`src/pkg/cts_pkg.sv`:
```
// Constants and types for the camera trigger and exposure sequencer
package cts_pkg;
    localparam int CLK_HZ = 50_000_000;
    localparam int CLK_PERIOD_NS = 20;
    localparam int US_PER_S = 1_000_000;
    localparam int US_CYC = CLK_HZ / US_PER_S;
    // Sensor start latency, a least time, so rounded up
    localparam int LATENCY_NS = 100;
    localparam int LATENCY_CYC = (LATENCY_NS + CLK_PERIOD_NS - 1) / CLK_PERIOD_NS;
    localparam int DEBOUNCE_NS = 1000;
    localparam int DEBOUNCE_CYC = (DEBOUNCE_NS + CLK_PERIOD_NS - 1) / CLK_PERIOD_NS;

    localparam int ADDR_W = 8;
    localparam int DATA_W = 32;
    localparam logic [ADDR_W-1:0] ADDR_CTRL = 8'h00;
    localparam logic [ADDR_W-1:0] ADDR_EXPOSURE = 8'h04;
    localparam logic [ADDR_W-1:0] ADDR_DELAY = 8'h08;
    localparam logic [ADDR_W-1:0] ADDR_STB_DELAY = 8'h0C;
    localparam logic [ADDR_W-1:0] ADDR_STB_WIDTH = 8'h10;
    localparam logic [ADDR_W-1:0] ADDR_BURST = 8'h14;
    localparam logic [ADDR_W-1:0] ADDR_GPIO = 8'h18;
    localparam logic [ADDR_W-1:0] ADDR_SWTRIG = 8'h1C;
    localparam logic [ADDR_W-1:0] ADDR_STATUS = 8'h20;
    localparam logic [ADDR_W-1:0] ADDR_EVENTS = 8'h24;

    localparam int CTRL_SRC_BIT = 0;
    localparam int CTRL_POL_BIT = 1;
    localparam int CTRL_MODE_LSB = 2;
    localparam int CTRL_EN_BIT = 4;
    localparam int GPIO_STRIDE = 4;
    localparam int GPIO_POL_OFS = 3;
    localparam int SWTRIG_BIT = 0;

    localparam logic [DATA_W-1:0] CTRL_RST = 32'h0000_0012;
    localparam logic [DATA_W-1:0] EXPOSURE_RST = 32'h0000_03E8;
    localparam logic [DATA_W-1:0] DELAY_RST = 32'h0000_0000;
    localparam logic [DATA_W-1:0] STB_DELAY_RST = 32'h0000_0000;
    localparam logic [DATA_W-1:0] STB_WIDTH_RST = 32'h0000_0064;
    localparam logic [DATA_W-1:0] BURST_RST = 32'h0000_0004;
    localparam logic [DATA_W-1:0] GPIO_RST = 32'h0000_0052;

    typedef enum logic [1:0] {MODE_TIMED, MODE_PULSE, MODE_BURST, MODE_SPARE} cts_mode_t;
    typedef enum logic [2:0] {SEL_VSYNC, SEL_STROBE, SEL_EXPOSE, SEL_FRAME, SEL_XFER,
                              SEL_WAIT} cts_sel_t;

    typedef struct packed {
        logic [ADDR_W-1:0] addr;
        logic [DATA_W-1:0] wdata;
        logic wr;
        logic rd;
    } cts_bus_t;

    typedef struct packed {
        logic ae_settled;
        logic ae_update;
        logic wait_start;
        logic rejected;
        logic accepted;
    } cts_evt_t;

    typedef struct packed {
        logic wait_trig;
        logic xfer;
        logic frame;
        logic expose;
        logic strobe;
        logic vsync;
    } cts_win_t;
endpackage

```
`src/cts_seq.sv`:
```
// Trigger, delay, exposure and output-window sequencer with register port
`timescale 1ns/1ns
module cts_seq
    import cts_pkg::*;
#(
    parameter int NUM_GPIO = 2,
    parameter int TIME_W = 24,
    parameter int BURST_W = 8
) (
    // Clock and reset
    input wire logic i_clk,
    input wire logic i_rst_b,
    // Register port
    input wire cts_bus_t i_bus,
    output logic [DATA_W-1:0] o_rdata,
    // Trigger pin
    input wire logic i_trig_pin,
    // Sensor and transfer status
    input wire logic i_readout_done,
    input wire logic i_xfer_active,
    input wire logic i_ae_update,
    input wire logic i_ae_settled,
    // Output pins and events
    output logic [NUM_GPIO-1:0] o_gpio,
    output cts_evt_t o_evt
);
    typedef enum logic [2:0] {ST_OFF, ST_WAIT, ST_LATENCY, ST_DELAY, ST_EXPOSE,
                              ST_READOUT} cts_state_t;

    localparam int MODE_W = $bits(cts_mode_t);
    localparam int SEL_W = $bits(cts_sel_t);
    localparam int EVT_W = $bits(cts_evt_t);
    localparam int GCFG_W = NUM_GPIO * GPIO_STRIDE;
    localparam int LW = $clog2(LATENCY_CYC + 1);
    localparam logic [LW-1:0] LAT_LAST = LW'(LATENCY_CYC - 1);

    function automatic logic bus_hit(input cts_bus_t b, input logic [ADDR_W-1:0] a,
                                     input logic is_wr);
        bus_hit = (is_wr ? b.wr : b.rd) && b.addr == a;
    endfunction

    // True on the last microsecond of a count; a zero limit acts as one
    function automatic logic us_last(input logic [TIME_W-1:0] cnt,
                                     input logic [TIME_W-1:0] lim);
        us_last = ({1'b0, cnt} + 1'b1) >= {1'b0, lim};
    endfunction

    function automatic logic win_pick(input cts_win_t w, input logic [SEL_W-1:0] s);
        case (s)
            SEL_VSYNC: win_pick = w.vsync;
            SEL_STROBE: win_pick = w.strobe;
            SEL_EXPOSE: win_pick = w.expose;
            SEL_FRAME: win_pick = w.frame;
            SEL_XFER: win_pick = w.xfer;
            SEL_WAIT: win_pick = w.wait_trig;
            default: win_pick = 1'b0;
        endcase
    endfunction

    logic src_ff;
    logic pol_ff;
    cts_mode_t mode_ff;
    logic en_ff;
    logic [TIME_W-1:0] exp_us_ff;
    logic [TIME_W-1:0] delay_us_ff;
    logic [TIME_W-1:0] stb_delay_ff;
    logic [TIME_W-1:0] stb_width_ff;
    logic [BURST_W-1:0] burst_ff;
    logic [GCFG_W-1:0] gpio_cfg_ff;
    cts_evt_t evt_sticky_ff;

    cts_state_t state_ff;
    cts_state_t nxt_state;
    logic [LW-1:0] lat_cnt_ff;
    logic [TIME_W-1:0] us_cnt_ff;
    logic [BURST_W-1:0] frames_left_ff;
    logic [TIME_W:0] stb_cnt_ff;
    logic stb_run_ff;
    logic trig_prev_ff;
    cts_win_t win_ff;

    logic deb_level;
    logic trig_act;
    logic hw_edge;
    logic sw_trig;
    logic trig_evt;
    logic accept;
    logic reject;
    logic pulse_mode;
    logic burst_more;
    logic us_tick;
    logic stb_tick;
    logic expose_start;
    logic [TIME_W:0] stb_end;
    logic strobe_on;
    logic [DATA_W-1:0] rd_mux;

    // Configuration registers
    always_ff @(posedge i_clk) begin
        if (!i_rst_b) begin
            src_ff <= CTRL_RST[CTRL_SRC_BIT];
            pol_ff <= CTRL_RST[CTRL_POL_BIT];
            mode_ff <= cts_mode_t'(CTRL_RST[CTRL_MODE_LSB +: MODE_W]);
            en_ff <= CTRL_RST[CTRL_EN_BIT];
            exp_us_ff <= EXPOSURE_RST[TIME_W-1:0];
            delay_us_ff <= DELAY_RST[TIME_W-1:0];
            stb_delay_ff <= STB_DELAY_RST[TIME_W-1:0];
            stb_width_ff <= STB_WIDTH_RST[TIME_W-1:0];
            burst_ff <= BURST_RST[BURST_W-1:0];
            gpio_cfg_ff <= GPIO_RST[GCFG_W-1:0];
        end else begin
            if (bus_hit(i_bus, ADDR_CTRL, 1'b1)) begin
                src_ff <= i_bus.wdata[CTRL_SRC_BIT];
                pol_ff <= i_bus.wdata[CTRL_POL_BIT];
                mode_ff <= cts_mode_t'(i_bus.wdata[CTRL_MODE_LSB +: MODE_W]);
                en_ff <= i_bus.wdata[CTRL_EN_BIT];
            end
            if (bus_hit(i_bus, ADDR_EXPOSURE, 1'b1)) begin
                exp_us_ff <= i_bus.wdata[TIME_W-1:0];
            end
            if (bus_hit(i_bus, ADDR_DELAY, 1'b1)) begin
                delay_us_ff <= i_bus.wdata[TIME_W-1:0];
            end
            if (bus_hit(i_bus, ADDR_STB_DELAY, 1'b1)) begin
                stb_delay_ff <= i_bus.wdata[TIME_W-1:0];
            end
            if (bus_hit(i_bus, ADDR_STB_WIDTH, 1'b1)) begin
                stb_width_ff <= i_bus.wdata[TIME_W-1:0];
            end
            if (bus_hit(i_bus, ADDR_BURST, 1'b1)) begin
                burst_ff <= i_bus.wdata[BURST_W-1:0];
            end
            if (bus_hit(i_bus, ADDR_GPIO, 1'b1)) begin
                gpio_cfg_ff <= i_bus.wdata[GCFG_W-1:0];
            end
        end
    end

    // Trigger qualification
    cts_debounce #(.STABLE(DEBOUNCE_CYC)) u_deb (
        .i_clk(i_clk),
        .i_rst_b(i_rst_b),
        .i_pin(i_trig_pin),
        .o_level(deb_level)
    );

    assign trig_act = pol_ff ? deb_level : ~deb_level;

    always_ff @(posedge i_clk) begin
        if (!i_rst_b) begin
            trig_prev_ff <= 1'b0;
        end else begin
            trig_prev_ff <= trig_act;
        end
    end

    assign hw_edge = !src_ff && trig_act && !trig_prev_ff;
    assign sw_trig = src_ff && bus_hit(i_bus, ADDR_SWTRIG, 1'b1) &&
                     i_bus.wdata[SWTRIG_BIT];
    assign trig_evt = hw_edge || sw_trig;
    // Wait with enable already cleared is leaving, so a trigger there is refused
    assign accept = trig_evt && state_ff == ST_WAIT && en_ff;
    assign reject = trig_evt && !accept;
    // A software trigger has no width, so it falls back to timed exposure
    assign pulse_mode = mode_ff == MODE_PULSE && !src_ff;
    assign burst_more = mode_ff == MODE_BURST && frames_left_ff > 1'b1;

    cts_us_tick #(.DIV(US_CYC)) u_tick (
        .i_clk(i_clk),
        .i_rst_b(i_rst_b),
        .i_restart(nxt_state != state_ff),
        .o_tick(us_tick)
    );

    // Sequencer
    always_comb begin
        nxt_state = state_ff;
        case (state_ff)
            ST_OFF: begin
                if (en_ff) nxt_state = ST_WAIT;
            end
            ST_WAIT: begin
                if (!en_ff) nxt_state = ST_OFF;
                else if (accept) nxt_state = ST_LATENCY;
            end
            ST_LATENCY: begin
                if (lat_cnt_ff == LAT_LAST) begin
                    nxt_state = (delay_us_ff == '0) ? ST_EXPOSE : ST_DELAY;
                end
            end
            ST_DELAY: begin
                if (us_tick && us_last(us_cnt_ff, delay_us_ff)) nxt_state = ST_EXPOSE;
            end
            ST_EXPOSE: begin
                if (pulse_mode) begin
                    if (!trig_act) nxt_state = ST_READOUT;
                end else if (us_tick && us_last(us_cnt_ff, exp_us_ff)) begin
                    nxt_state = ST_READOUT;
                end
            end
            ST_READOUT: begin
                if (i_readout_done) begin
                    if (burst_more) nxt_state = ST_LATENCY;
                    else if (en_ff) nxt_state = ST_WAIT;
                    else nxt_state = ST_OFF;
                end
            end
            default: nxt_state = ST_OFF;
        endcase
    end

    always_ff @(posedge i_clk) begin
        if (!i_rst_b) begin
            state_ff <= ST_OFF;
        end else begin
            state_ff <= nxt_state;
        end
    end

    always_ff @(posedge i_clk) begin
        if (!i_rst_b || state_ff != ST_LATENCY) begin
            lat_cnt_ff <= '0;
        end else begin
            lat_cnt_ff <= lat_cnt_ff + 1'b1;
        end
    end

    always_ff @(posedge i_clk) begin
        if (!i_rst_b || nxt_state != state_ff) begin
            us_cnt_ff <= '0;
        end else if (us_tick) begin
            us_cnt_ff <= us_cnt_ff + 1'b1;
        end
    end

    always_ff @(posedge i_clk) begin
        if (!i_rst_b) begin
            frames_left_ff <= '0;
        end else if (accept) begin
            frames_left_ff <= (mode_ff == MODE_BURST) ? burst_ff : BURST_W'(1);
        end else if (state_ff == ST_READOUT && i_readout_done && frames_left_ff != '0) begin
            frames_left_ff <= frames_left_ff - 1'b1;
        end
    end

    // Strobe timer, on its own divider so exposure end cannot disturb it
    assign expose_start = nxt_state == ST_EXPOSE && state_ff != ST_EXPOSE;
    assign stb_end = {1'b0, stb_delay_ff} + {1'b0, stb_width_ff};
    assign strobe_on = stb_run_ff && stb_cnt_ff >= {1'b0, stb_delay_ff} &&
                       stb_cnt_ff < stb_end;

    cts_us_tick #(.DIV(US_CYC)) u_stb_tick (
        .i_clk(i_clk),
        .i_rst_b(i_rst_b),
        .i_restart(expose_start),
        .o_tick(stb_tick)
    );

    always_ff @(posedge i_clk) begin
        if (!i_rst_b) begin
            stb_run_ff <= 1'b0;
            stb_cnt_ff <= '0;
        end else if (expose_start) begin
            stb_run_ff <= 1'b1;
            stb_cnt_ff <= '0;
        end else if (stb_run_ff && stb_tick) begin
            stb_cnt_ff <= stb_cnt_ff + 1'b1;
            if (stb_cnt_ff + 1'b1 >= stb_end) stb_run_ff <= 1'b0;
        end
    end

    // State windows line up with the state register; strobe and xfer lag their sources a cycle
    always_ff @(posedge i_clk) begin
        if (!i_rst_b) begin
            win_ff <= '0;
        end else begin
            win_ff.vsync <= expose_start;
            win_ff.strobe <= strobe_on;
            win_ff.expose <= nxt_state == ST_EXPOSE;
            win_ff.frame <= nxt_state == ST_EXPOSE || nxt_state == ST_READOUT;
            win_ff.xfer <= i_xfer_active;
            win_ff.wait_trig <= nxt_state == ST_WAIT;
        end
    end

    always_ff @(posedge i_clk) begin
        if (!i_rst_b) begin
            o_gpio <= '1;
        end else begin
            for (int i = 0; i < NUM_GPIO; i++) begin
                o_gpio[i] <= win_pick(win_ff, gpio_cfg_ff[i*GPIO_STRIDE +: SEL_W]) ~^
                             gpio_cfg_ff[i*GPIO_STRIDE + GPIO_POL_OFS];
            end
        end
    end

    // Event pulses and their sticky copy; a new event beats a clear
    always_ff @(posedge i_clk) begin
        if (!i_rst_b) begin
            o_evt <= '0;
        end else begin
            o_evt.accepted <= accept;
            o_evt.rejected <= reject;
            o_evt.wait_start <= nxt_state == ST_WAIT && state_ff != ST_WAIT;
            o_evt.ae_update <= i_ae_update;
            o_evt.ae_settled <= i_ae_settled;
        end
    end

    always_ff @(posedge i_clk) begin
        if (!i_rst_b) begin
            evt_sticky_ff <= '0;
        end else if (bus_hit(i_bus, ADDR_EVENTS, 1'b1)) begin
            evt_sticky_ff <= (evt_sticky_ff & ~i_bus.wdata[EVT_W-1:0]) | o_evt;
        end else begin
            evt_sticky_ff <= evt_sticky_ff | o_evt;
        end
    end

    // Register read
    always_comb begin
        rd_mux = '0;
        case (i_bus.addr)
            ADDR_CTRL: begin
                rd_mux[CTRL_SRC_BIT] = src_ff;
                rd_mux[CTRL_POL_BIT] = pol_ff;
                rd_mux[CTRL_MODE_LSB +: MODE_W] = mode_ff;
                rd_mux[CTRL_EN_BIT] = en_ff;
            end
            ADDR_EXPOSURE: rd_mux[TIME_W-1:0] = exp_us_ff;
            ADDR_DELAY: rd_mux[TIME_W-1:0] = delay_us_ff;
            ADDR_STB_DELAY: rd_mux[TIME_W-1:0] = stb_delay_ff;
            ADDR_STB_WIDTH: rd_mux[TIME_W-1:0] = stb_width_ff;
            ADDR_BURST: rd_mux[BURST_W-1:0] = burst_ff;
            ADDR_GPIO: rd_mux[GCFG_W-1:0] = gpio_cfg_ff;
            ADDR_STATUS: rd_mux = DATA_W'({frames_left_ff, state_ff, trig_act});
            ADDR_EVENTS: rd_mux[EVT_W-1:0] = evt_sticky_ff;
            default: rd_mux = '0;
        endcase
    end

    always_ff @(posedge i_clk) begin
        if (!i_rst_b || !i_bus.rd) begin
            o_rdata <= '0;
        end else begin
            o_rdata <= rd_mux;
        end
    end

    // Cycles spent in the current state, read only by the checks below
    int st_cyc_ff;
    always_ff @(posedge i_clk) begin
        if (!i_rst_b || nxt_state != state_ff) st_cyc_ff <= 0;
        else st_cyc_ff <= st_cyc_ff + 1;
    end

    chk_src_after_reset: assert property (@(posedge i_clk)
        $rose(i_rst_b) |-> !src_ff)
        else $error("trigger source not the pin after reset");

    chk_pol_map: assert property (@(posedge i_clk) disable iff (!i_rst_b)
        hw_edge |-> deb_level == pol_ff)
        else $error("hardware edge taken at the wrong polarity");

    chk_latency_len: assert property (@(posedge i_clk) disable iff (!i_rst_b)
        accept |=> (state_ff == ST_LATENCY) [*5] ##1 state_ff != ST_LATENCY)
        else $error("latency after an accepted trigger has the wrong length");

    chk_sw_start: assert property (@(posedge i_clk) disable iff (!i_rst_b)
        (sw_trig && state_ff == ST_WAIT && en_ff) |=> state_ff == ST_LATENCY)
        else $error("software trigger in wait did not start a frame");

    chk_delay_len: assert property (@(posedge i_clk) disable iff (!i_rst_b)
        (state_ff == ST_DELAY && nxt_state != ST_DELAY) |->
            st_cyc_ff + 1 == int'(delay_us_ff) * US_CYC)
        else $error("trigger delay length differs from the setting");

    chk_exp_len: assert property (@(posedge i_clk) disable iff (!i_rst_b)
        (state_ff == ST_EXPOSE && nxt_state != ST_EXPOSE && !pulse_mode && exp_us_ff != '0)
            |-> st_cyc_ff + 1 == int'(exp_us_ff) * US_CYC)
        else $error("timed exposure length differs from the setting");

    chk_pulse_end: assert property (@(posedge i_clk) disable iff (!i_rst_b)
        (state_ff == ST_EXPOSE && pulse_mode) |-> (trig_act || nxt_state == ST_READOUT))
        else $error("pulse exposure outlived the trigger");

    chk_burst_again: assert property (@(posedge i_clk) disable iff (!i_rst_b)
        (state_ff == ST_READOUT && i_readout_done && burst_more) |=> state_ff == ST_LATENCY)
        else $error("burst did not continue with the next frame");

    chk_reject_drop: assert property (@(posedge i_clk) disable iff (!i_rst_b)
        reject |=> o_evt.rejected &&
            !(state_ff == ST_LATENCY && $past(state_ff) == ST_WAIT) &&
            ($stable(frames_left_ff) || $past(i_readout_done)))
        else $error("trigger outside wait was not dropped and flagged");

    chk_expose_win: assert property (@(posedge i_clk) disable iff (!i_rst_b)
        $rose(win_ff.expose) |-> win_ff.vsync && win_ff.frame)
        else $error("exposure start without frame window or sync");
endmodule

```
`src/cts_us_tick.sv`:
```
// Restartable divider giving a one-cycle pulse per microsecond
`timescale 1ns/1ns
module cts_us_tick
    import cts_pkg::*;
#(
    parameter int DIV = US_CYC
) (
    // Clock and reset
    input wire logic i_clk,
    input wire logic i_rst_b,
    // Control and tick
    input wire logic i_restart,
    output logic o_tick
);
    localparam int CW = $clog2(DIV + 1);
    localparam logic [CW-1:0] LAST = CW'(DIV - 1);

    logic [CW-1:0] cnt_ff;

    // Restart aligns the first tick to a full period after a state change
    always_ff @(posedge i_clk) begin
        if (!i_rst_b || i_restart || cnt_ff == LAST) begin
            cnt_ff <= '0;
        end else begin
            cnt_ff <= cnt_ff + 1'b1;
        end
    end

    assign o_tick = (cnt_ff == LAST);
endmodule

```
`src/cts_debounce.sv`:
```
// Two-flop synchroniser and stability filter for the trigger pin
`timescale 1ns/1ns
module cts_debounce
    import cts_pkg::*;
#(
    parameter int STABLE = DEBOUNCE_CYC
) (
    // Clock and reset
    input wire logic i_clk,
    input wire logic i_rst_b,
    // Raw pin and filtered level
    input wire logic i_pin,
    output logic o_level
);
    localparam int CW = $clog2(STABLE + 1);
    localparam logic [CW-1:0] LAST = CW'(STABLE - 1);

    logic sync1_ff;
    logic sync2_ff;
    logic [CW-1:0] cnt_ff;

    always_ff @(posedge i_clk) begin
        if (!i_rst_b) begin
            sync1_ff <= 1'b0;
            sync2_ff <= 1'b0;
        end else begin
            sync1_ff <= i_pin;
            sync2_ff <= sync1_ff;
        end
    end

    // A new level is taken only after it held for STABLE cycles
    always_ff @(posedge i_clk) begin
        if (!i_rst_b || sync2_ff == o_level) begin
            cnt_ff <= '0;
        end else begin
            cnt_ff <= cnt_ff + 1'b1;
        end
    end

    always_ff @(posedge i_clk) begin
        if (!i_rst_b) begin
            o_level <= 1'b0;
        end else if (sync2_ff != o_level && cnt_ff == LAST) begin
            o_level <= sync2_ff;
        end
    end

    chk_deb_holds: assert property (@(posedge i_clk) disable iff (!i_rst_b)
        $changed(o_level) |-> $past(cnt_ff) == LAST && o_level == $past(sync2_ff))
        else $error("debounced level changed before the input was stable");
endmodule

```
`config.mk`:
```
export PLATFORM = sky130hd
export DESIGN_NAME = cts_seq
export DESIGN_NICKNAME = d
export VERILOG_FILES = /design/src/pkg/cts_pkg.sv /design/src/cts_seq.sv /design/src/cts_us_tick.sv /design/src/cts_debounce.sv
export SDC_FILE = /design/constraint.sdc
export NUM_CORES = 1
export LEC_CHECK = 0
export ABC_AREA = 1
export ABC_CLOCK_PERIOD_IN_PS = 4300
export BUFFER_PORTS_ARGS = -buffer_cell sky130_fd_sc_hd__buf_4
export CORE_MARGIN = 2
export CORE_UTILIZATION = 30
export CTS_CLUSTER_SIZE = 25
export DETAILED_ROUTE_END_ITERATION = 10
export PLACE_DENSITY = 0.46
export SYNTH_ARGS = -nofsm -noshare
export SYNTH_HDL_FRONTEND = slang
export SYNTH_SLANG_ARGS = --single-unit
```
`constraint.sdc`:
```
create_clock -name i_clk -period 4.3 [get_ports i_clk]
set_clock_uncertainty 0.05 [all_clocks]
set_input_delay 0.645 -clock i_clk [delete_from_list [all_inputs] [get_ports i_clk]]
set_output_delay 0.645 -clock i_clk [all_outputs]
set_load 0.02 [all_outputs]
```
==> results_dict.tcl, run 1 <==
set metrics [dict create \
    min_from "i_ae_update" \
    r2r_end "stb_run_ff" \
    total_global_route_track_usage 0.180 \
    drt-total-wl_um 46900 \
    cap_violations 0 \
    tritoncts "done" \
    timing_max_transition_violations_final 0 \
    post_synth_instance_area_mm2 0.0150 \
    timing.reg2reg.worst_path_depth 17 \
    routabilityCongestion 0.880 \
    most_common_cell_after_layout_fill_and_taps_aside "nand2_1" \
    total_number_of_placement_rows 81 \
    critical_path_buf_inv_count 0 \
    drt_iter0_markers 925 \
    grt_pass1_vias 13100 \
    ctsHoldBuffers 0 \
    die-width_um 228 \
    timing.setup.critical_path_class "register to register" \
    worstHoldPathType "primary input to register" \
    cts_buffer_depth 3 \
    worstHoldEndpoint "o_evt[3]" \
    fp.dieArea_mm2 0.0518 \
    syn_to_final_growth_pct 15.1 \
    grt_max_degree 112 \
    worst_path_most_repeated_cell "a21oi_1" \
    finalWorstPathRequiredPeriod_ns 3.94 \
    clock-root-buffer "clkbuf_16" \
    maxClockFrequency_mhz 254 \
    grt_antenna_before_repair 0 \
    clk_latency_ns 0.59 \
    p_leak_nw 7.68 \
    path_max_fanout 5 \
    wl_per_cell_um 16.7 \
    placed_cells 2765 \
    worst_hold_path.num_cells 3 \
    num_io_pins 88 \
    yosysWarningCount 0 \
    dominantRegCellSynth "dfxtp_1" \
    postSynth.asyncResetShare 0 \
    clock_sinks 245 \
    setup_tns_ns 0 \
    number_of_flops_mapped_to_enable_cells_by_yosys 0 \
    design_area_mm2 0.0173 \
    finalCoreUtilization 0.351 \
    peakVddDrop_mv 0.315 \
    max-slew-margin-rel 0.233 \
    syn-mean-instance-area_um2 7.24 \
    htreeDepth 1 \
    nets 2341 \
    count_of_buffers_added_by_post_cts_timing_repair_for_setup 0 \
    detail_route.drc_violations 0 \
    sequential_area_share_after_synthesis 0.327 \
    cts-buffers-inserted 30 \
    report.final.setup_viol 0 \
    globalRouteOverflowTotal 0 \
    route.vias.total 13700 \
    placement.cell_area_mm2 0.0162 \
    syn-instance-count 2070 \
    final_min_period_over_clock_period 0.916 \
    reg2reg_slack_ns 0.36 \
    insertedDiodeCount 0 \
    cp_data_required_time_ns 4.71 \
    critical_path.startpoint_type "register" \
    pwr_density_cell_mw_per_mm2 300 \
    slowest_stage "dfxtp_1" \
    yosys.cell_types.count 56 \
    port_buffers 71 \
    post_cts_resize_count 0 \
    grt_first_pass_wirelength_um 72900 \
    worst_path_clk_slew_ns 0.07 \
    dr.pass1.iters 5 \
    design.core.area_mm2 0.0492 \
    timing.rr.start "stb_delay_ff[4]" \
    worst-slew-pin-transition_ns 1.14 \
    most-common-layout-cells "nand2_1, inv_1, dfxtp_1, a21oi_1, nor2_1" \
    postSynthRegisterBits 245 \
    die-height_um 228 \
    power_mw 5.17 \
    timing.critical_path.to_type "register" \
    layout-drive-gt1-share 0.0835 \
    final_hold_viol_count 0 \
    cpLargestDelayFamily "compound AO/OA/AOI/OAI gates" \
    critical_path_cell_by_cell "ha_1, a21oi_1, nand2_1, a21oi_1, o21ai_0, a21oi_1, o21ai_0, a21oi_1, xor2_1, ha_1, nand4_1, nor4_1, nand3_1, nand3_1, nand2_1, nand3_1, o21ai_0" \
    cp_data_arrival_time_ns 4.35 \
    critPathMaxStageDelay_ns 0.44 \
    cp_launch_point "stb_delay_ff[4]" \
    initial_core_util 0.305 \
    final_cells 2819 \
    vias_per_cell 4.86 \
    ant_nets 0 \
    post_detail_place_hpwl_um 36800 \
    run_status "complete, no violations" \
]
## cell usage after synthesis, types with 8 or more instances
master | count | area (µm²)
nand2_1 | 347 | 1300
dfxtp_1 | 245 | 4900
a221oi_1 | 14 | 123
clkbuf_1 | 45 | 169
ha_1 | 158 | 1980
a211oi_1 | 17 | 128
xor2_1 | 61 | 534
mux2i_1 | 8 | 80.1
o21ai_0 | 181 | 906
inv_1 | 272 | 1020
o22ai_1 | 25 | 156
nor4_1 | 14 | 87.6
a21oi_1 | 207 | 1040
nor2_2 | 12 | 75.1
o211ai_1 | 16 | 120
nand3_1 | 60 | 300
buf_4 | 9 | 67.6
nor2_1 | 205 | 769
xnor2_1 | 17 | 149
nor3_1 | 33 | 165
nand4_1 | 36 | 225
a31oi_1 | 9 | 56.3
## report_power, final
part,total [mW],internal (mW),switching [mW],leakage [nW]
logic,0.200,0.0626,0.138,5.19
registers,2.30,2.28,0.0113,1.98
clock network,2.68,1.62,1.06,0.513
total,5.17,3.96,1.21,7.68
## worst max path at each step
stage	to	slack (ns)	cells after the start
finish	stb_run_ff	0.36	17
detailed placement	u_tick.cnt_ff[5]	0.37	21
CTS	us_cnt_ff[14]	0.35	21
floorplan	u_stb_tick.cnt_ff[2]	0.88	21
global placement	u_tick.cnt_ff[0]	0.48	21
global route	u_tick.cnt_ff[5]	-0.0005	21
## cell type report
type / instances / area, µm²
fill: 5172 / 31900
timing repair buffer: 88 / 661
tap: 664 / 831
sequential: 245 / 4900
clock inverter: 14 / 188
inverter: 275 / 1030
multi-input combinational: 1493 / 8790
clock buffer: 40 / 848
## stage by stage
step	worst slack (ns)	hold WS [ns]
6_report	0.359	0.193
5_1_grt	-0.000482	0.190
4_1_cts	0.354	0.164
3_5_place_dp	0.372	0.354
3_3_place_gp	0.476	0.352
2_1_floorplan	0.878	0.340
## metal layers
| metal | vias up | track usage | wire length, µm |
|---|---|---|---|
| met3 | 59 | 0.0201 | 1530 |
| met1 | 6348 | 0.248 | 22800 |
| li1 | 7073 | - | - |
| met5 | - | 0 | 0 |
| met2 | 214 | 0.300 | 21600 |
| met4 | 0 | 0.0453 | 977 |
## kinds of logic (layout without fill, tap and decap cells)
| logic type | count (synthesis) | count (layout) | synth area share |
|---|---|---|---|
| AO/OA/AOI/OAI | 502 | 502 | 0.187 |
| adder cells (fa/ha/maj) | 159 | 159 | 0.133 |
| buffers and inverters | 339 | 417 | 0.0891 |
| multiplexers | 8 | 8 | 0.00534 |
| AND/OR/NAND/NOR | 738 | 738 | 0.213 |
| other | 1 | 8 | 0.000250 |
| flip-flops | 245 | 245 | 0.327 |
| XOR/XNOR | 78 | 78 | 0.0456 |
## registers in the layout, summed over array words and instances, names as in the netlist, 6 cells and up
register / flops
exp_us_ff: 24
us_cnt_ff: 24
stb_delay_ff: 24
burst_ff: 8
u_stb_tick.cnt_ff: 6
delay_us_ff: 24
u_deb.cnt_ff: 6
o_rdata: 24
frames_left_ff: 8
stb_width_ff: 24
stb_cnt_ff: 25
win_ff: 6
u_tick.cnt_ff: 6
gpio_cfg_ff: 8
## tightest hold or removal path, delay by kind of cell
kind                   cells  cell delay (ns)
and+or+nand+nor            1             0.04
buffers and inverters      2             0.12
Note: power is estimated with default switching activity, not from simulation.
==> inputs of run 2 (changes only) <==
Settings changed: CORE_ASPECT_RATIO from default to 0.8, CORE_UTILIZATION 30 to 38, PLACE_DENSITY 0.46 to 0.55.
==> run 2 against run 1 <==
Total power grew 2.1%. Die area down 21%. Worst hold slack better by 0.011 ns. Via count increased by 0.87%. Wire length shrank 2.5%. Final cell count decreased by 4.6%. Core utilization up 8.6 points. Flip-flop and latch count stayed put. Combinational power about the same. Sequential share of layout area up 0.18 points. Worst setup slack improved by 0.043 ns. Global-route usage increased by 4.0 points. Critical path type unchanged. Critical endpoint unchanged.
==> results_dict.tcl, run 2 (same netlist as run 1, synthesis figures left out) <==
set metrics [dict create \
    path_max_fanout 6 \
    max-slew-margin-rel 0.213 \
    ant_nets 0 \
    post_detail_place_hpwl_um 35600 \
    fin_hold_ws_ns 0.205 \
    timing.setup.critical_path_class "register to register" \
    final_hold_viol_count 0 \
    detail_route.drc_violations 0 \
    worst_path_clk_slew_ns 0.06 \
    vias_per_cell 5.14 \
    initial_core_util 0.383 \
    slowest_stage "ha_1" \
    pwr_density_cell_mw_per_mm2 308 \
    routabilityCongestion 0.937 \
    timing.reg2reg.worst_path_depth 19 \
    cts_buffer_depth 3 \
    clk_latency_ns 0.58 \
    placed_cells 2638 \
    timing_max_transition_violations_final 0 \
    critPathMaxStageDelay_ns 0.40 \
    peakVddDrop_mv 0.290 \
    most_common_cell_after_layout_fill_and_taps_aside "nand2_1" \
    min_from "i_ae_settled" \
    critical_path.startpoint_type "register" \
    critical_path_cell_by_cell "ha_1, nand2_1, nand2_1, nand3_1, nand2_1, a21oi_1, o21ai_0, a21oi_1, o21ai_0, a21oi_1, xor2_1, ha_1, nand4_1, nor4_1, nand3_1, nand3_1, nand2_1, nand3_1, o21ai_0" \
    post_cts_resize_count 0 \
    worst-slew-pin-transition_ns 1.17 \
    rsz_0062_raised_after_global_routing "false" \
    worst_hold_path.num_cells 3 \
    cp_data_required_time_ns 4.70 \
    drt-total-wl_um 45800 \
    number_of_flip_flops_in_the_largest_register 25 \
    grt_antenna_before_repair 0 \
    clock-root-buffer "clkbuf_16" \
    final_cells 2689 \
    timing.rr.start "stb_delay_ff[2]" \
    report.final.setup_viol 0 \
    design_area_mm2 0.0171 \
    design.core.area_mm2 0.0392 \
    num_io_pins 88 \
    drt_iter0_markers 1342 \
    fp.dieArea_mm2 0.0411 \
    total_number_of_placement_rows 65 \
    insertedDiodeCount 0 \
    timing.critical_path.to_type "register" \
    final_min_period_over_clock_period 0.907 \
    count_of_buffers_added_by_post_cts_timing_repair_for_setup 0 \
    grt_pass1_vias 12700 \
    dr.pass1.iters 6 \
    worstHoldPathType "primary input to register" \
    layout-drive-gt1-share 0.0841 \
    syn_to_final_growth_pct 14.4 \
    registers.top_by_ff_count "stb_cnt_ff" \
    reg2reg_slack_ns 0.40 \
    multi_input_area_mm2 0.00880 \
    cap_violations 0 \
    nets 2341 \
    clock_sinks 245 \
    worstHoldEndpoint "o_evt[4]" \
    total_global_route_track_usage 0.221 \
    globalRouteOverflowTotal 0 \
    finalCoreUtilization 0.437 \
    final-seq-area_mm2 0.00491 \
    power_mw 5.28 \
    tritoncts "done" \
    cp_data_arrival_time_ns 4.30 \
    most-common-layout-cells "nand2_1, inv_1, dfxtp_1, a21oi_1, nor2_1" \
    htreeDepth 1 \
    wl_per_cell_um 17.0 \
    setup_tns_ns 0 \
    r2r_end "stb_run_ff" \
    die-height_um 182 \
    maxClockFrequency_mhz 257 \
    route.vias.total 13800 \
    post-route-worst-setup-slack_ns 0.402 \
    placement.cell_area_mm2 0.0161 \
    grt_first_pass_wirelength_um 71400 \
    port_buffers 71 \
    p_leak_nw 7.70 \
    post-place-ws_ns 0.377 \
    die-width_um 226 \
    finalWorstPathRequiredPeriod_ns 3.90 \
    ctsHoldBuffers 0 \
    grt_max_degree 99 \
    n_fill_cell 4025 \
    cts-buffers-inserted 29 \
    run_status "complete, no violations" \
]
==> run 2: cell count changes in the layout (fill, tap and decap cells not counted), sizes merged <==
cell,change
buf,+1
bufinv,+3
clkbuf,-2
clkinv,-6
inv,+2
==> run 2: worst max path at each step <==
stage	start	to	slack [ns]	cells past startpoint
floorplan	us_cnt_ff[0]	u_stb_tick.cnt_ff[2]	0.88	21
global placement	us_cnt_ff[0]	us_cnt_ff[14]	0.37	23
detailed placement	us_cnt_ff[0]	stb_cnt_ff[8]	0.38	20
CTS	us_cnt_ff[0]	us_cnt_ff[20]	0.35	21
global route	us_cnt_ff[0]	us_cnt_ff[20]	0.02	21
finish	stb_delay_ff[2]	stb_run_ff	0.40	19
==> run 2: worst max-delay path: cells and delay by family (launching register included) <==
family / cells / cell delay [ns]
AND/OR/NAND/NOR: 10 / 1.27
AO/OA/AOI/OAI: 6 / 1.21
adder cells (fa/ha/maj): 2 / 0.71
flip-flops: 1 / 0.35
XOR/XNOR: 1 / 0.19
==> run 2: metal layers <==
layer	share of wire	vias up	GRT usage
met5	0	-	0
met4	0.020	0	0.0479
met3	0.056	54	0.0285
met2	0.43	385	0.340
met1	0.50	6306	0.327
li1	-	7068	-
==> run 2: layout make-up <==
cell class | count | share of cell area
clock buffers | 38 | 0.0478
clock inverters | 13 | 0.0147
inverters | 275 | 0.0602
multi-input cells | 1493 | 0.513
flip-flops and latches | 245 | 0.286
well taps | 536 | 0.0391
repair buffers | 89 | 0.0390
==> run 2: where the power goes <==
group / switching (mW) / internal (mW)
Sequential: 0.0115 / 2.28
Clock: 1.03 / 1.75
Combinational: 0.139 / 0.0633
Total: 1.18 / 4.10
==> inputs of run 3 (changes only) <==
Settings changed: PLACE_DENSITY 0.55 to 0.56.
==> run 3 against run 2 <==
Via count down 0.30%. Worst hold slack got worse by 0.014 ns. Global-route usage fell by 0.32 points. Sequential share of layout area grew 0.25 points. First-iteration DRC count shrank 22%. Wire length shrank 1.7%. Register-to-register slack got worse by 0.03 ns. Critical path type unchanged.
==> results_dict.tcl, run 3 (same netlist as run 1, synthesis figures left out) <==
set metrics [dict create \
    fin_hold_ws_ns 0.191 \
    total_global_route_track_usage 0.217 \
    globalRouteOverflowTotal 0 \
    power_mw 4.95 \
    vias_per_cell 5.13 \
    finalWorstPathRequiredPeriod_ns 3.93 \
    run_status "complete, no violations" \
    critical_path.startpoint_type "register" \
    routabilityCongestion 0.895 \
    internal_power_mw 3.78 \
    detail_route.drc_violations 0 \
    cp_data_required_time_ns 4.74 \
    syn_to_final_growth_pct 13.4 \
    num_io_pins 88 \
    clk_latency_ns 0.58 \
    total_number_of_placement_rows 65 \
    timing.setup.critical_path_class "register to register" \
    registers.top_by_ff_count "stb_cnt_ff" \
    tritoncts "done" \
    slowest_stage "dfxtp_1" \
    htreeDepth 1 \
    grt_first_pass_wirelength_um 70800 \
    timing.reg2reg.worst_path_depth 21 \
    ant_nets 0 \
    clock_sinks 245 \
    post_cts_resize_count 0 \
    power.combinational.fraction 0.040 \
    peakVddDrop_mv 0.253 \
    n_fill_cell 4085 \
    number_of_flip_flops_in_the_largest_register 25 \
    design_area_mm2 0.0170 \
    power.share.sequential 0.464 \
    rsz_0062_raised_after_global_routing "false" \
    cap_violations 0 \
    worstHoldPathType "primary input to register" \
    timing.critical_path.to_type "register" \
    most_common_cell_after_layout_fill_and_taps_aside "nand2_1" \
    cts_buffer_depth 3 \
    fp.dieArea_mm2 0.0411 \
    power.switching_mw 1.17 \
    post-route-worst-setup-slack_ns 0.369 \
    clock-root-buffer "clkbuf_16" \
    path_max_fanout 24 \
    drt-total-wl_um 45000 \
    die-width_um 226 \
    p_leak_nw 7.63 \
    die-height_um 182 \
    worst_path_clk_slew_ns 0.06 \
    post_detail_place_hpwl_um 35100 \
    wl_per_cell_um 16.8 \
    layout-drive-gt1-share 0.0819 \
    dr.pass1.iters 7 \
    final_hold_viol_count 0 \
    final_min_period_over_clock_period 0.914 \
    setup_tns_ns 0 \
    critical_path_cell_by_cell "nand3_1, nor3_4, inv_1, nor3_2, nand3_1, nor2_1, xor2_1, ha_1, nand2_1, nor2_1, a21oi_1, nand2_1, nor2_1, nand3_2, nand3_2, nand2_2, nand2_4, nand3_1, inv_1, nand2_8, nor2_1" \
    maxClockFrequency_mhz 254 \
    timing_max_transition_violations_final 0 \
    worst_path_most_repeated_cell "nor2_1" \
    pwr_density_cell_mw_per_mm2 291 \
    count_of_buffers_added_by_post_cts_timing_repair_for_setup 0 \
    power_frac_clock 0.496 \
    design.core.area_mm2 0.0392 \
    grt_antenna_before_repair 0 \
    ctsHoldBuffers 0 \
    nets 2336 \
    port_buffers 71 \
    critPathMaxStageDelay_ns 0.40 \
    cts-buffers-inserted 27 \
    grt_pass1_vias 12800 \
    initial_core_util 0.383 \
    max-slew-margin-rel 0.283 \
    cp_data_arrival_time_ns 4.37 \
    placement.cell_area_mm2 0.0160 \
    post-place-ws_ns 0.315 \
    most-common-layout-cells "nand2_1, inv_1, dfxtp_1, a21oi_1, nor2_1" \
    worst-slew-pin-transition_ns 1.07 \
    report.final.setup_viol 0 \
    drt_iter0_markers 1053 \
    grt_max_degree 96 \
    route.vias.total 13800 \
    p_sw_frac 0.237 \
    insertedDiodeCount 0 \
    worst_hold_path.num_cells 3 \
]
-- run 3: cell types whose count changed in the layout (fill, tap and decap cells not counted), sizes merged --
cell / before / now
clkbuf: 38 / 36
bufinv: 7 / 3
clkinvlp: 1 / 2
clkinv: 4 / 7
buf: 89 / 86
-- run 3: path summary, 6_finish.rpt --
path	from	endpoint	slack [ns]
setup / recovery	us_cnt_ff[2]	us_cnt_ff[16]	0.37
hold / removal	i_xfer_active	win_ff[4]	0.19
setup reg to reg	us_cnt_ff[2]	us_cnt_ff[16]	0.37
hold reg to reg	u_deb.sync1_ff	u_deb.sync2_ff	0.36
-- run 3: worst max-delay path: cells and delay by family (launching register included) --
kind,cells,cell delay [ns]
xor gates and xnor gates,1,0.25
buffers and inverters,2,0.31
AOI/OAI and AO/OA,1,0.22
adders and majority gates,1,0.28
DFF,1,0.40
and+or+nand+nor,16,2.30
-- run 3: metrics by stage --
| step | std cells | util |
|---|---|---|
| floorplan | 2077 | - |
| global placement | 2635 | 0.409 |
| detailed placement | 2635 | 0.409 |
| CTS | 2684 | 0.433 |
| global route | 2684 | 0.434 |
| finish | 2684 | 0.434 |
-- run 3: metal layers --
metal,global-route usage,part of all wire,up-vias
met4,0.0637,0.028,0
li1,-,-,7051
met2,0.328,0.41,409
met5,0,0,-
met1,0.314,0.49,6244
met3,0.0395,0.068,68
-- run 3: final cells by class --
type                            instances  area (µm²)  share of cell area
Clock buffer                           36         759              0.0447
Clock inverter                         13         171              0.0101
Inverter                              275        1030              0.0607
Multi-Input combinational cell       1493        8810               0.518
Sequential cell                       245        4910               0.289
Tap cell                              536         671              0.0395
Timing Repair Buffer                   86         649              0.0382
-- run 3: power by group through the flow --
stage	registers (mW)	clock network, mW	logic, mW
floorplan	2.35	0	0.114
global placement	2.35	0	0.194
detailed placement	2.35	0	0.195
CTS	2.30	2.51	0.196
global route	2.29	2.61	0.221
finish	2.30	2.46	0.199
